[config.mk]
export PLATFORM = sky130hd
export DESIGN_NAME = tlic_ctrl
export DESIGN_NICKNAME = d
export VERILOG_FILES = /design/src/tlic_pkg.sv /design/src/tlic_ctrl.sv
export SDC_FILE = /design/constraint.sdc
export NUM_CORES = 1
export LEC_CHECK = 0
export BUFFER_PORTS_ARGS = -buffer_cell sky130_fd_sc_hd__buf_2
export CAP_MARGIN = 10
export CORE_MARGIN = 10
export CORE_UTILIZATION = 57
export DETAILED_ROUTE_END_ITERATION = 8
export PLACE_DENSITY_LB_ADDON = 0.1
export SYNTH_ARGS = -nofsm -noshare
export SYNTH_HDL_FRONTEND = slang
export SYNTH_SLANG_ARGS = --single-unit
[constraint.sdc]
create_clock -name pclk -period 8 [get_ports pclk]
set_input_delay 1.6 -clock pclk [delete_from_list [all_inputs] [get_ports pclk]]
set_output_delay 1.6 -clock pclk [all_outputs]
set_load 0.005 [all_outputs]
[src/tlic_pkg.sv]
/*
  Package of the two-level interrupt controller: register offsets, field
  positions, reset values, source order and vectors.
  Assumes a 32-bit APB register bus with one aligned word per register.
*/
package tlic_pkg;

  // ---------------------------------------------------------------
  // Sources and order
  // ---------------------------------------------------------------
  localparam int N_SRC = 11;
  localparam int SRC_W = 4;
  typedef logic [SRC_W-1:0] tlic_src_t;

  localparam tlic_src_t SRC_EXT0 = 4'h0;
  localparam tlic_src_t SRC_TMR0 = 4'h1;
  localparam tlic_src_t SRC_EXT1 = 4'h2;
  localparam tlic_src_t SRC_TMR1 = 4'h3;
  localparam tlic_src_t SRC_SER = 4'h4;
  localparam tlic_src_t SRC_EXT2 = 4'h5;
  localparam tlic_src_t SRC_EXT3 = 4'h6;
  localparam tlic_src_t SRC_CID = 4'h7;
  localparam tlic_src_t SRC_DIV = 4'h8;
  localparam tlic_src_t SRC_COMP = 4'h9;
  localparam tlic_src_t SRC_WDT = 4'hA;

  // Vector per source, index 0 is highest
  localparam logic [7:0] VEC_TABLE [N_SRC] = '{
    8'h03, 8'h0B, 8'h13, 8'h1B, 8'h3B, 8'h43, 8'h4B, 8'h53, 8'h5B, 8'h63, 8'h6B
  };

  // Flags cleared by hardware when vectored (caller-id and watchdog are not)
  localparam logic [N_SRC-1:0] HW_CLR_MASK = 11'h37F;

  // ---------------------------------------------------------------
  // Register offsets (byte addresses)
  // ---------------------------------------------------------------
  localparam logic [7:0] OFF_PRIMARY_EN = 8'h00;
  localparam logic [7:0] OFF_EXT_EN = 8'h04;
  localparam logic [7:0] OFF_PRIORITY = 8'h08;
  localparam logic [7:0] OFF_TIMER_CTRL = 8'h0C;
  localparam logic [7:0] OFF_EXT_FLAG = 8'h10;
  localparam logic [7:0] OFF_WDT_CTRL = 8'h14;
  localparam logic [7:0] OFF_SER_CTRL = 8'h18;
  localparam logic [7:0] OFF_CID_FLAGS = 8'h1C;
  localparam logic [7:0] OFF_STATUS = 8'h20;

  // ---------------------------------------------------------------
  // Field positions
  // ---------------------------------------------------------------
  localparam int PE_GLOBAL = 7;
  localparam int PE_SERIAL = 6;
  localparam int TC_TT0 = 0;
  localparam int TC_EXT0 = 1;
  localparam int TC_TT1 = 2;
  localparam int TC_EXT1 = 3;
  localparam int TC_TMR0 = 5;
  localparam int TC_TMR1 = 7;
  localparam int XF_EXT2 = 0;
  localparam int XF_EXT3 = 1;
  localparam int XF_CID = 2;
  localparam int XF_DIV = 3;
  localparam int XF_COMP = 4;
  localparam int WC_WDT = 3;
  localparam int SC_SER = 7;

  // ---------------------------------------------------------------
  // Reset values
  // ---------------------------------------------------------------
  localparam logic [7:0] RST_PRIMARY_EN = 8'h00;
  localparam logic [5:0] RST_EXT_EN = 6'h00;
  localparam logic [N_SRC-1:0] RST_PRIORITY = 11'h000;
  localparam logic [1:0] RST_TRIG = 2'h0;
  localparam logic [N_SRC-1:0] RST_FLAGS = 11'h000;
  localparam logic [3:0] RST_PINS = 4'hF;

endpackage

[src/tlic_ctrl.sv]
/*
  Two-level interrupt controller: request flags, enables, priority
  resolution, vectoring and in-service tracking, with an APB register slave.
  Assumes every pclk edge is one machine cycle and the core reports the
  last cycle of each instruction, blocking instructions and returns.
*/
`timescale 1ns/1ps

module tlic_ctrl
  import tlic_pkg::*;
#(
  parameter int CID_N = 8
) (
  input wire logic pclk,
  input wire logic presetn,
  input wire logic psel,
  input wire logic penable,
  input wire logic pwrite,
  input wire logic [7:0] paddr,
  input wire logic [31:0] pwdata,
  output logic [31:0] prdata,
  output logic pready,
  output logic pslverr,
  input wire logic ext_req_pin_zero,
  input wire logic ext_req_pin_one,
  input wire logic ext_req_pin_two,
  input wire logic ext_req_pin_three,
  input wire logic timer_zero_overflow,
  input wire logic timer_one_overflow,
  input wire logic serial_event,
  input wire logic divider_overflow,
  input wire logic comparator_result_bit,
  input wire logic watchdog_timeout,
  input wire logic [CID_N-1:0] cid_set,
  input wire logic last_cycle,
  input wire logic no_vector_instr,
  input wire logic reti,
  output logic vec_valid,
  output logic [7:0] vec_addr,
  output logic in_service_high,
  output logic in_service_low
);

  // ---------------------------------------------------------------
  // Helpers
  // ---------------------------------------------------------------
  // Lowest index wins: index 0 is the highest rank
  function automatic tlic_src_t first_set(input logic [N_SRC-1:0] v);
    tlic_src_t idx;
    idx = '0;
    for (int i = N_SRC - 1; i >= 0; i--) begin
      if (v[i]) begin
        idx = SRC_W'(i);
      end
    end
    return idx;
  endfunction

  // ---------------------------------------------------------------
  // State
  // ---------------------------------------------------------------
  logic [7:0] primary_enable_reg_q;
  logic [5:0] extended_enable_reg_q;
  logic [N_SRC-1:0] prio_q;
  logic [1:0] trig_q;
  logic [N_SRC-1:0] flag_q;
  logic [N_SRC-1:0] flag_d;
  logic [CID_N-1:0] cid_q;
  logic [3:0] pin_q;
  logic [3:0] pin_prev_q;
  logic comp_prev_q;
  logic in_hi_q;
  logic in_lo_q;
  logic vec_valid_q;
  logic [7:0] vec_addr_q;
  logic [31:0] prdata_q;
  logic pready_q;
  logic pslverr_q;

  logic wr_en;
  logic rd_en;
  logic [N_SRC-1:0] hw_set;
  logic [N_SRC-1:0] sw_we;
  logic [N_SRC-1:0] sw_val;
  logic [N_SRC-1:0] req;
  logic [N_SRC-1:0] enable;
  logic [N_SRC-1:0] pend;
  logic [N_SRC-1:0] pend_hi;
  logic [N_SRC-1:0] pend_lo;
  logic [N_SRC-1:0] vec_clr;
  logic [3:0] fall;
  logic take;
  logic take_hi;
  tlic_src_t win;

  // ---------------------------------------------------------------
  // APB slave: one wait state, read captured in the wait cycle, write in the pready cycle
  // ---------------------------------------------------------------
  assign wr_en = psel & penable & pready_q & pwrite;
  assign rd_en = psel & penable & ~pready_q & ~pwrite;

  function automatic logic mapped(input logic [7:0] a);
    return (a == OFF_PRIMARY_EN) || (a == OFF_EXT_EN) || (a == OFF_PRIORITY) ||
           (a == OFF_TIMER_CTRL) || (a == OFF_EXT_FLAG) || (a == OFF_WDT_CTRL) ||
           (a == OFF_SER_CTRL) || (a == OFF_CID_FLAGS) || (a == OFF_STATUS);
  endfunction

  always_ff @(posedge pclk or negedge presetn) begin
    if (!presetn) begin
      pready_q <= 1'b0;
      pslverr_q <= 1'b0;
    end else begin
      pready_q <= psel & penable & ~pready_q;
      pslverr_q <= psel & penable & ~pready_q & ~mapped(paddr);
    end
  end

  always_ff @(posedge pclk or negedge presetn) begin
    if (!presetn) begin
      prdata_q <= 32'h0000_0000;
    end else if (rd_en) begin
      unique case (paddr)
        OFF_PRIMARY_EN: prdata_q <= {24'h000000, primary_enable_reg_q};
        OFF_EXT_EN: prdata_q <= {26'h0000000, extended_enable_reg_q};
        OFF_PRIORITY: prdata_q <= {21'h000000, prio_q};
        OFF_TIMER_CTRL: prdata_q <= {24'h000000, flag_q[SRC_TMR1], 1'b0,
          flag_q[SRC_TMR0], 1'b0, flag_q[SRC_EXT1], trig_q[1], flag_q[SRC_EXT0], trig_q[0]};
        OFF_EXT_FLAG: prdata_q <= {27'h0000000, req[SRC_COMP], req[SRC_DIV],
          req[SRC_CID], req[SRC_EXT3], req[SRC_EXT2]};
        OFF_WDT_CTRL: prdata_q <= {24'h000000, 4'h0, flag_q[SRC_WDT], 3'h0};
        OFF_SER_CTRL: prdata_q <= {24'h000000, flag_q[SRC_SER], 7'h00};
        OFF_CID_FLAGS: prdata_q <= {{(32-CID_N){1'b0}}, cid_q};
        OFF_STATUS: prdata_q <= {21'h000000, comparator_result_bit, vec_addr_q,
          in_hi_q, in_lo_q};
        default: prdata_q <= 32'h0000_0000;
      endcase
    end
  end

  // ---------------------------------------------------------------
  // Configuration registers
  // ---------------------------------------------------------------
  always_ff @(posedge pclk or negedge presetn) begin
    if (!presetn) begin
      primary_enable_reg_q <= RST_PRIMARY_EN;
      extended_enable_reg_q <= RST_EXT_EN;
      prio_q <= RST_PRIORITY;
      trig_q <= RST_TRIG;
    end else if (wr_en) begin
      if (paddr == OFF_PRIMARY_EN) begin
        primary_enable_reg_q <= pwdata[7:0] & 8'hCF;
      end
      if (paddr == OFF_EXT_EN) begin
        extended_enable_reg_q <= pwdata[5:0];
      end
      if (paddr == OFF_PRIORITY) begin
        prio_q <= pwdata[N_SRC-1:0];
      end
      if (paddr == OFF_TIMER_CTRL) begin
        trig_q <= {pwdata[TC_TT1], pwdata[TC_TT0]};
      end
    end
  end

  // Enable per source in source order
  assign enable = {extended_enable_reg_q,
                   primary_enable_reg_q[PE_SERIAL],
                   primary_enable_reg_q[3:0]};

  // ---------------------------------------------------------------
  // Input sampling
  // ---------------------------------------------------------------
  // Pins reset to idle high, so a pin already low at release is taken as an edge
  always_ff @(posedge pclk or negedge presetn) begin
    if (!presetn) begin
      pin_q <= RST_PINS;
      pin_prev_q <= RST_PINS;
      comp_prev_q <= 1'b0;
    end else begin
      pin_q <= {ext_req_pin_three, ext_req_pin_two, ext_req_pin_one, ext_req_pin_zero};
      pin_prev_q <= pin_q;
      comp_prev_q <= comparator_result_bit;
    end
  end

  assign fall = pin_prev_q & ~pin_q;

  // ---------------------------------------------------------------
  // Flags
  // ---------------------------------------------------------------
  always_comb begin
    hw_set = '0;
    hw_set[SRC_EXT0] = fall[0] & trig_q[0];
    hw_set[SRC_TMR0] = timer_zero_overflow;
    hw_set[SRC_EXT1] = fall[1] & trig_q[1];
    hw_set[SRC_TMR1] = timer_one_overflow;
    hw_set[SRC_SER] = serial_event;
    hw_set[SRC_EXT2] = fall[2];
    hw_set[SRC_EXT3] = fall[3];
    hw_set[SRC_DIV] = divider_overflow;
    hw_set[SRC_COMP] = comparator_result_bit & ~comp_prev_q;
    hw_set[SRC_WDT] = watchdog_timeout;
  end

  always_comb begin
    sw_we = '0;
    sw_val = '0;
    if (wr_en && paddr == OFF_TIMER_CTRL) begin
      sw_we[SRC_EXT0] = 1'b1;
      sw_we[SRC_TMR0] = 1'b1;
      sw_we[SRC_EXT1] = 1'b1;
      sw_we[SRC_TMR1] = 1'b1;
      sw_val[SRC_EXT0] = pwdata[TC_EXT0];
      sw_val[SRC_TMR0] = pwdata[TC_TMR0];
      sw_val[SRC_EXT1] = pwdata[TC_EXT1];
      sw_val[SRC_TMR1] = pwdata[TC_TMR1];
    end
    if (wr_en && paddr == OFF_EXT_FLAG) begin
      sw_we[SRC_EXT2] = 1'b1;
      sw_we[SRC_EXT3] = 1'b1;
      sw_we[SRC_DIV] = 1'b1;
      sw_we[SRC_COMP] = 1'b1;
      sw_val[SRC_EXT2] = pwdata[XF_EXT2];
      sw_val[SRC_EXT3] = pwdata[XF_EXT3];
      sw_val[SRC_DIV] = pwdata[XF_DIV];
      sw_val[SRC_COMP] = pwdata[XF_COMP];
    end
    if (wr_en && paddr == OFF_WDT_CTRL) begin
      sw_we[SRC_WDT] = 1'b1;
      sw_val[SRC_WDT] = pwdata[WC_WDT];
    end
    if (wr_en && paddr == OFF_SER_CTRL) begin
      sw_we[SRC_SER] = 1'b1;
      sw_val[SRC_SER] = pwdata[SC_SER];
    end
  end

  // Hardware set beats both software write and vector clear
  always_comb begin
    for (int i = 0; i < N_SRC; i++) begin
      if (hw_set[i]) begin
        flag_d[i] = 1'b1;
      end else if (sw_we[i]) begin
        flag_d[i] = sw_val[i];
      end else begin
        flag_d[i] = flag_q[i] & ~vec_clr[i];
      end
    end
    // Level mode follows the pin; vectoring leaves it alone
    if (!trig_q[0]) begin
      flag_d[SRC_EXT0] = ~pin_q[0];
    end
    if (!trig_q[1]) begin
      flag_d[SRC_EXT1] = ~pin_q[1];
    end
    flag_d[SRC_CID] = 1'b0;
  end

  always_ff @(posedge pclk or negedge presetn) begin
    if (!presetn) begin
      flag_q <= RST_FLAGS;
    end else begin
      flag_q <= flag_d;
    end
  end

  // Caller-id flags: write one to clear, a new set wins
  always_ff @(posedge pclk or negedge presetn) begin
    if (!presetn) begin
      cid_q <= '0;
    end else if (wr_en && paddr == OFF_CID_FLAGS) begin
      cid_q <= cid_set | (cid_q & ~pwdata[CID_N-1:0]);
    end else begin
      cid_q <= cid_q | cid_set;
    end
  end

  always_comb begin
    req = flag_q;
    req[SRC_CID] = |cid_q;
  end

  // ---------------------------------------------------------------
  // Priority resolution and vectoring
  // ---------------------------------------------------------------
  // Current flags only: a denied request leaves no trace
  assign pend = req & enable & {N_SRC{primary_enable_reg_q[PE_GLOBAL]}};
  assign pend_hi = pend & prio_q;
  assign pend_lo = pend & ~prio_q;
  assign take_hi = (|pend_hi) & ~in_hi_q;
  assign take = last_cycle & ~no_vector_instr & ~reti &
                (take_hi | ((|pend_lo) & ~in_hi_q & ~in_lo_q));
  assign win = take_hi ? first_set(pend_hi) : first_set(pend_lo);

  always_comb begin
    vec_clr = '0;
    if (take) begin
      vec_clr[win] = HW_CLR_MASK[win];
    end
  end

  always_ff @(posedge pclk or negedge presetn) begin
    if (!presetn) begin
      vec_valid_q <= 1'b0;
      vec_addr_q <= 8'h00;
    end else begin
      vec_valid_q <= take;
      if (take) begin
        vec_addr_q <= VEC_TABLE[win];
      end
    end
  end

  // Return releases the higher level first; plain returns never reach here
  always_ff @(posedge pclk or negedge presetn) begin
    if (!presetn) begin
      in_hi_q <= 1'b0;
      in_lo_q <= 1'b0;
    end else if (take) begin
      if (take_hi) begin
        in_hi_q <= 1'b1;
      end else begin
        in_lo_q <= 1'b1;
      end
    end else if (reti) begin
      if (in_hi_q) begin
        in_hi_q <= 1'b0;
      end else begin
        in_lo_q <= 1'b0;
      end
    end
  end

  // ---------------------------------------------------------------
  // Outputs
  // ---------------------------------------------------------------
  assign prdata = prdata_q;
  assign pready = pready_q;
  assign pslverr = pslverr_q;
  assign vec_valid = vec_valid_q;
  assign vec_addr = vec_addr_q;
  assign in_service_high = in_hi_q;
  assign in_service_low = in_lo_q;

endmodule // tlic_ctrl

# Yosys cells after proc, flatten, opt, wreduce, memory -nomap -nowiden
# Memory sizes are Yosys's and may differ from the RTL's. A register that Yosys moved wholly into a read port is not among the register bits.
# Index checks and enable logic that the tools add are counted.
# totals
ff_bits	89
latchBits	0
ramBits	0
romBits	144
in_bits	66
out_inout_bits	45
wordCells	182
mem_count	2
# classes
n_addsub	0
multipliers	0
div_mod_pow	0
order_cmp	2
eq_ne	11
shift	0
muxes	67
bitwise_logic	59
reduce_logical	26
# memory_table
memory	words	word_bits	rd	rd_clocked_by_memory_dff	write_ports	line_no	source
(name not given)	16	8	1	1	0	tlic_ctrl.sv:309	vec_addr_q <= VEC_TABLE[win];
(name not given)	16	1	1	0	0	tlic_ctrl.sv:298	vec_clr[win] = HW_CLR_MASK[win];
# op_table
op	count
$mux W4	25
$pmux W11 S9	1
$and A11 B11 Y11	5
$mux W1	35
$eq A8 B5 Y1 const B	4
$and A1 B1 Y1	25
$reduce_or A11 Y1	2
$not A1 Y1	20
$eq A8 B4 Y1 const B	2
$or A8 B8 Y8	2
$mux W11	1
$not A11 Y11	1
$reduce_and A2 Y1	5
$and A8 B8 Y8	1
$eq A8 B3 Y1 const B	1
$eq A8 B6 Y1 const B	1
$logic_not A8 Y1	1
$logic_or A1 B1 Y1	8
$mux W8	1
$not A8 Y8	1
$reduce_or A8 Y1	1
$logic_and A1 B1 Y1	6
$mux W2	3
$lt A4 B5 Y1 const B	1
11 further kinds	12

# Depth between registers and ports, before layout
# logic_depth
word_depth	27
depth_mapped	13
depth_no_buf	11

# Least setup slack after synthesis
# OpenSTA, ideal clock, no wires.
# synth_path
path_kind	input-to-reg
startpoint	input paddr[7]
endpoint	register prio_q[0]
arrival_time_ps	3168
path_slack_ps	4707
cell_stages	5
n_path_buf	1
path_cell_list	nor4_1 > nand3_1 > nor3_1 > clkbuf_1 > mux2_2
# synth_between
elab_chain_len	2
# synth_rtl
element	line_no	source
start: declaration	tlic_ctrl.sv:19	input wire logic [7:0] paddr,
$eq A8 B4 Y1	tlic_ctrl.sv:156	if (paddr == OFF_PRIORITY) begin
$reduce_and A2 Y1 (no line)	n/a	
end signal: assignment	tlic_ctrl.sv:157	prio_q <= pwdata[N_SRC-1:0];
end: declaration	tlic_ctrl.sv:64	logic [N_SRC-1:0] prio_q;
# No other way between the ends.
# A chain may end at the register's enable or synchronous reset.

# Worst setup path after layout
# layout_path
startpoint	register primary_enable_reg_q[7]
endpoint	register flag_q[6]
# layout_between
elab_chain_len	24
word_cells_on_any_way	46
cone_classes	2 x order compare; 29 x mux; 11 x bitwise; 3 x reduce/logical; 1 x memory
# layout_rtl
element	line_no	source
start: declaration	tlic_ctrl.sv:62	logic [7:0] primary_enable_reg_q;
start signal: assignment	tlic_ctrl.sv:151	primary_enable_reg_q <= pwdata[7:0] & 8'hCF;
$and A11 B11 Y11 *	tlic_ctrl.sv:287	assign pend = req & enable & {N_SRC{primary_enable_reg_q[PE_GLOBAL]}};
$and A11 B11 Y11 (on tied branches)	tlic_ctrl.sv:289, tlic_ctrl.sv:288	
$mux W4 (11 in series)	tlic_ctrl.sv:52	if (v[i]) begin
$mux W4	tlic_ctrl.sv:293	assign win = take_hi ? first_set(pend_hi) : first_set(pend_lo);
$lt A4 B5 Y1 (implied by the code) / $ge A4 B1 Y1 (equally long branches)	tlic_ctrl.sv:298	
$logic_and A1 B1 Y1 (implied by the code)	tlic_ctrl.sv:298	
$mux W1 (implied by the code)	tlic_ctrl.sv:298	
$demux W1 S4	tlic_ctrl.sv:298	
$and A11 B11 Y11 (no line)	n/a	
$mux W11 *	tlic_ctrl.sv:297	if (take) begin
$not A1 Y1 *	tlic_ctrl.sv:246	flag_d[i] = flag_q[i] & ~vec_clr[i];
$and A1 B1 Y1 *	tlic_ctrl.sv:246	
$mux W1 *	tlic_ctrl.sv:243	end else if (sw_we[i]) begin
$mux W1 *	tlic_ctrl.sv:241	if (hw_set[i]) begin
net flag_d[6]	tlic_ctrl.sv:67	logic [N_SRC-1:0] flag_d;
end signal: assignment	tlic_ctrl.sv:263	flag_q <= flag_d;
end: declaration	tlic_ctrl.sv:66	logic [N_SRC-1:0] flag_q;
# The timed path passes the listed nets; every way through them passes the cells marked *. The select of a mux whose other input is x is not followed.

==> key figures <==
Clock network
  – Cts hold-fix bufs: 0
  – Clock-pin slew on the worst setup and hold paths: about 80 ps
  – CTS Buffer Depth: 2
  – Total CTS buffers: 9
  – Clk_lat worst skew: 350 ps
  – CTS Root Cell: clkbuf_8
  – Post-CTS Setup Repair Bufs: 0
  – H-tree Lvls: 3
  – # clock sinks: 73
  – CTS tree: built
  – Post-CTS Resized: 0

Floorplanning
  – Die Wd: about 100 um
  – Num ports: about 110
  – Die area: 10900 sq um
  – Starting Density: approximately three fifths
  – Std cell rows: 30
  – Core area: roughly 7000 sq um
  – Die height: between 100 and 150 um

Pwr
  – Sw power: 0.184 mW
  – Sequential Power Share: roughly 51%
  – Clock power share: a little over two fifths
  – Cell Int Power: ~0.59 mW
  – Comb pwr share: under 10%
  – Power, Total: 0.773 mW
  – LEAKAGE: approximately 2.1 nW
  – VDD IR max: roughly 0.00011 V
  – PD cells: between 150 and 200 nW/um^2
  – Switching share of power: between 20% and 30%

STA
  – Slew HR: between 20% and 30%
  – Setup tns final: 0 ps
  – Final Worst Setup Slack: about 4000 ps
  – Worst Tran Pin Value: between 1000 and 1500 ps
  – Clock skew: around 17 ps
  – Fmax: between 200 and 300 MHz
  – Count of final setup violators: 0
  – Final Cycle Share: ~49%
  – RSZ-0062 raised after global routing: false
  – Final Hold Fails: 0
  – Worst hold slack: approximately 370 ps
  – Slew Limit Fails: 0
  – Min Tclk post-route: about 4000 ps

Critical path
  – Worst-path fanout max: 28
  – Setup CP Type: flop to flop
  – Worst setup EP type: flop
  – Worst path slowest cell: dfrtp_1
  – Critical-path cell list: nand4_1 -> and4_1 -> a41oi_2 -> a21oi_1 -> a22oi_1 -> inv_1 -> ha_1 -> nor4b_2 -> a21oi_1 -> a221o_1
  – Worst path max stage delay: just under 900 ps
  – Worst Path Required: slightly above 8000 ps
  – CP top delay family: compound AO/OA/AOI/OAI gates
  – Cell repeated most along the worst path: a21oi_1
  – Crit path DAT: 4190 ps
  – Startpoint types: flop
  – Critical path buffers and inverters: 1

GRT
  – Initial antenna violation count: 0
  – Largest net degree at the start of global routing: 74
  – Total grt overflow: 0
  – Global-route wire length before repair: 19000 um
  – Vias in the first global route: between 3000 and 4000
  – Total GRT Usage: 21.9%

Synth
  – Top FF cell, synth: dfrtp_1
  – Cell count after synthesis: between 400 and 500
  – Post-synth EDFFs: 0
  – Register area share after synthesis: 45.3%
  – Synthesized area per cell: 10.1 sq um
  – Yosys warnings: 0
  – Synthesized flop and latch total: 73
  – Post-synth ARST share: 100%
  – Yosys cell types: between 50 and 60
  – Synthesized area: 4060 sq um

Final layout
  – Area growth from synthesis to layout: 12.8%
  – Most common cell after layout, fill and taps aside: buf_2
  – Post-layout util: roughly two thirds
  – Commonest non-fill, non-tap cells in the layout: buf_2 (66), dfrtp_1 (65), nand2_1 (35)
  – Layout cell share with drive strength beyond 1: a little over a quarter
  – Register area: about 1800 sq um
  – Filler cells: about 600
  – Final nets: roughly 540
  – Diodes inserted: 0
  – Area of the multi-input gates: around 2000 sq um

Hold path
  – Hold Path Class: flop to flop

Placement
  – I/O Buffers: between 60 and 70
  – DP HPWL: between 9000 and 10000 um
  – RePlAce Congestion: ~0.94
  – Pre-CTS setup slack: 4150 ps

Drt
  – Via density: 6.17
  – Pre-antenna DRT Iters: 6
  – Initial DRC count: 326
  – Post-DRT Antenna Nets: 0
  – DR vias: around 3500
  – WL final: 12000 um
  – Residual DRC: 0
  – WL per Instance: roughly 21 um

Status
  – Status: finished, final reports clean

Job
  – Max Cap Violations: 0
## stage by stage
| step | instances | cell area, sq um |
|---|---|---|
| 6_report | 566 | 4580 |
| 5_1_grt | 566 | 4580 |
| 4_1_cts | 566 | 4580 |
| 3_5_place_dp | 550 | 4360 |
| 3_3_place_gp | 550 | 4360 |
| 2_1_floorplan | 424 | 4140 |
## flip-flops by register name, summed over array words and instances (netlist names), 2 cells and up
name                   cells
prio_q                    11
pin_q                      4
primary_enable_reg_q       6
cid_q                      8
pin_prev_q                 4
prdata                    11
extended_enable_reg_q      6
flag_q                    10
vec_addr                   5
trig_q                     2
## cells by family (layout without fill, tap and decap cells)
kind of cell,Yosys count,count (layout),synth area share [%]
compound gates,95,95,17.2
fa+ha+maj,5,5,1.54
buf+inv,60,106,8.26
flops,73,73,45.3
mux,29,29,7.89
other cells,1,23,0.0924
simple gates,139,139,19.7
## cell type report
type / count / area share, %
clock buffers: 11 / 3.09
clock inverters: 5 / 1.72
inverters: 22 / 1.80
multi-input cells: 291 / 43.1
flip-flops and latches: 73 / 40.1
well taps: 96 / 2.62
repair buffers: 68 / 7.54
## Yosys cell counts (3+ instances only)
cell | number | area share, %
a22oi_1 | 5 | 0.93
nand4b_1 | 6 | 1.3
inv_1 | 22 | 2.0
mux2i_1 | 5 | 1.2
nand2_1 | 35 | 3.2
o22ai_1 | 5 | 0.77
nor3_1 | 7 | 0.86
nor4_1 | 3 | 0.46
and4_1 | 3 | 0.65
buf_4 | 25 | 4.6
nand4_1 | 15 | 2.3
ha_1 | 5 | 1.5
a311o_1 | 3 | 0.74
nor2_1 | 28 | 2.6
and2_1 | 3 | 0.46
clkbuf_1 | 9 | 0.83
and4b_1 | 7 | 1.7
and3_1 | 8 | 1.2
o21ai_0 | 10 | 1.2
a31oi_1 | 17 | 2.6
nand3_1 | 8 | 0.99
mux2_2 | 24 | 6.7
a222oi_1 | 8 | 2.0
a21o_1 | 9 | 1.7
a221o_1 | 3 | 0.74
a211o_1 | 5 | 1.1
a21oi_1 | 15 | 1.9
dfstp_2 | 8 | 5.2
dfrtp_1 | 65 | 40
## per-layer routing
layer	wire length (um)	global-route usage [%]	vias to the layer above	part of all wire, %
met5	0	0	-	0
met4	225	7.55	0	1.9
met3	1030	6.26	18	8.6
met2	5620	34.2	162	47
met1	5100	28.1	1712	43
li1	-	-	1599	-
## power by group through the flow
stage / Sequential [mW] / Combinational (mW) / Clock (mW)
after global placement: 0.398 / 0.0566 / 0
after CTS: 0.391 / 0.0582 / 0.328
after floorplan: 0.397 / 0.0279 / 0
final: 0.391 / 0.0580 / 0.324
after global routing: 0.393 / 0.0650 / 0.343
after detailed placement: 0.398 / 0.0581 / 0
## worst reg2reg max path: stages (launching register included)
cell and delay, ps:
dfrtp_1 870, nand4_1 320, and4_1 330, a41oi_2 450
a21oi_1 80, a22oi_1 510, inv_1 160, ha_1 290
nor4b_2 450, a21oi_1 130, a221o_1 280
## path summary, 6_finish.rpt
| path | startpoint | endpoint | slack (ps) | cells past startpoint |
|---|---|---|---|---|
| setup / recovery | primary_enable_reg_q[7] | flag_q[6] | 4040 | 10 |
| hold / removal | pin_q[1] | pin_prev_q[1] | 370 | 0 |
| setup reg to reg | primary_enable_reg_q[7] | flag_q[6] | 4040 | 10 |
| hold reg to reg | pin_q[1] | pin_prev_q[1] | 370 | 0 |
| max in group asynchronous | presetn | flag_q[1] | 5930 | 2 |
| min in group asynchronous | presetn | pready | 1460 | 2 |
Note: power is estimated with default switching activity, not from simulation.
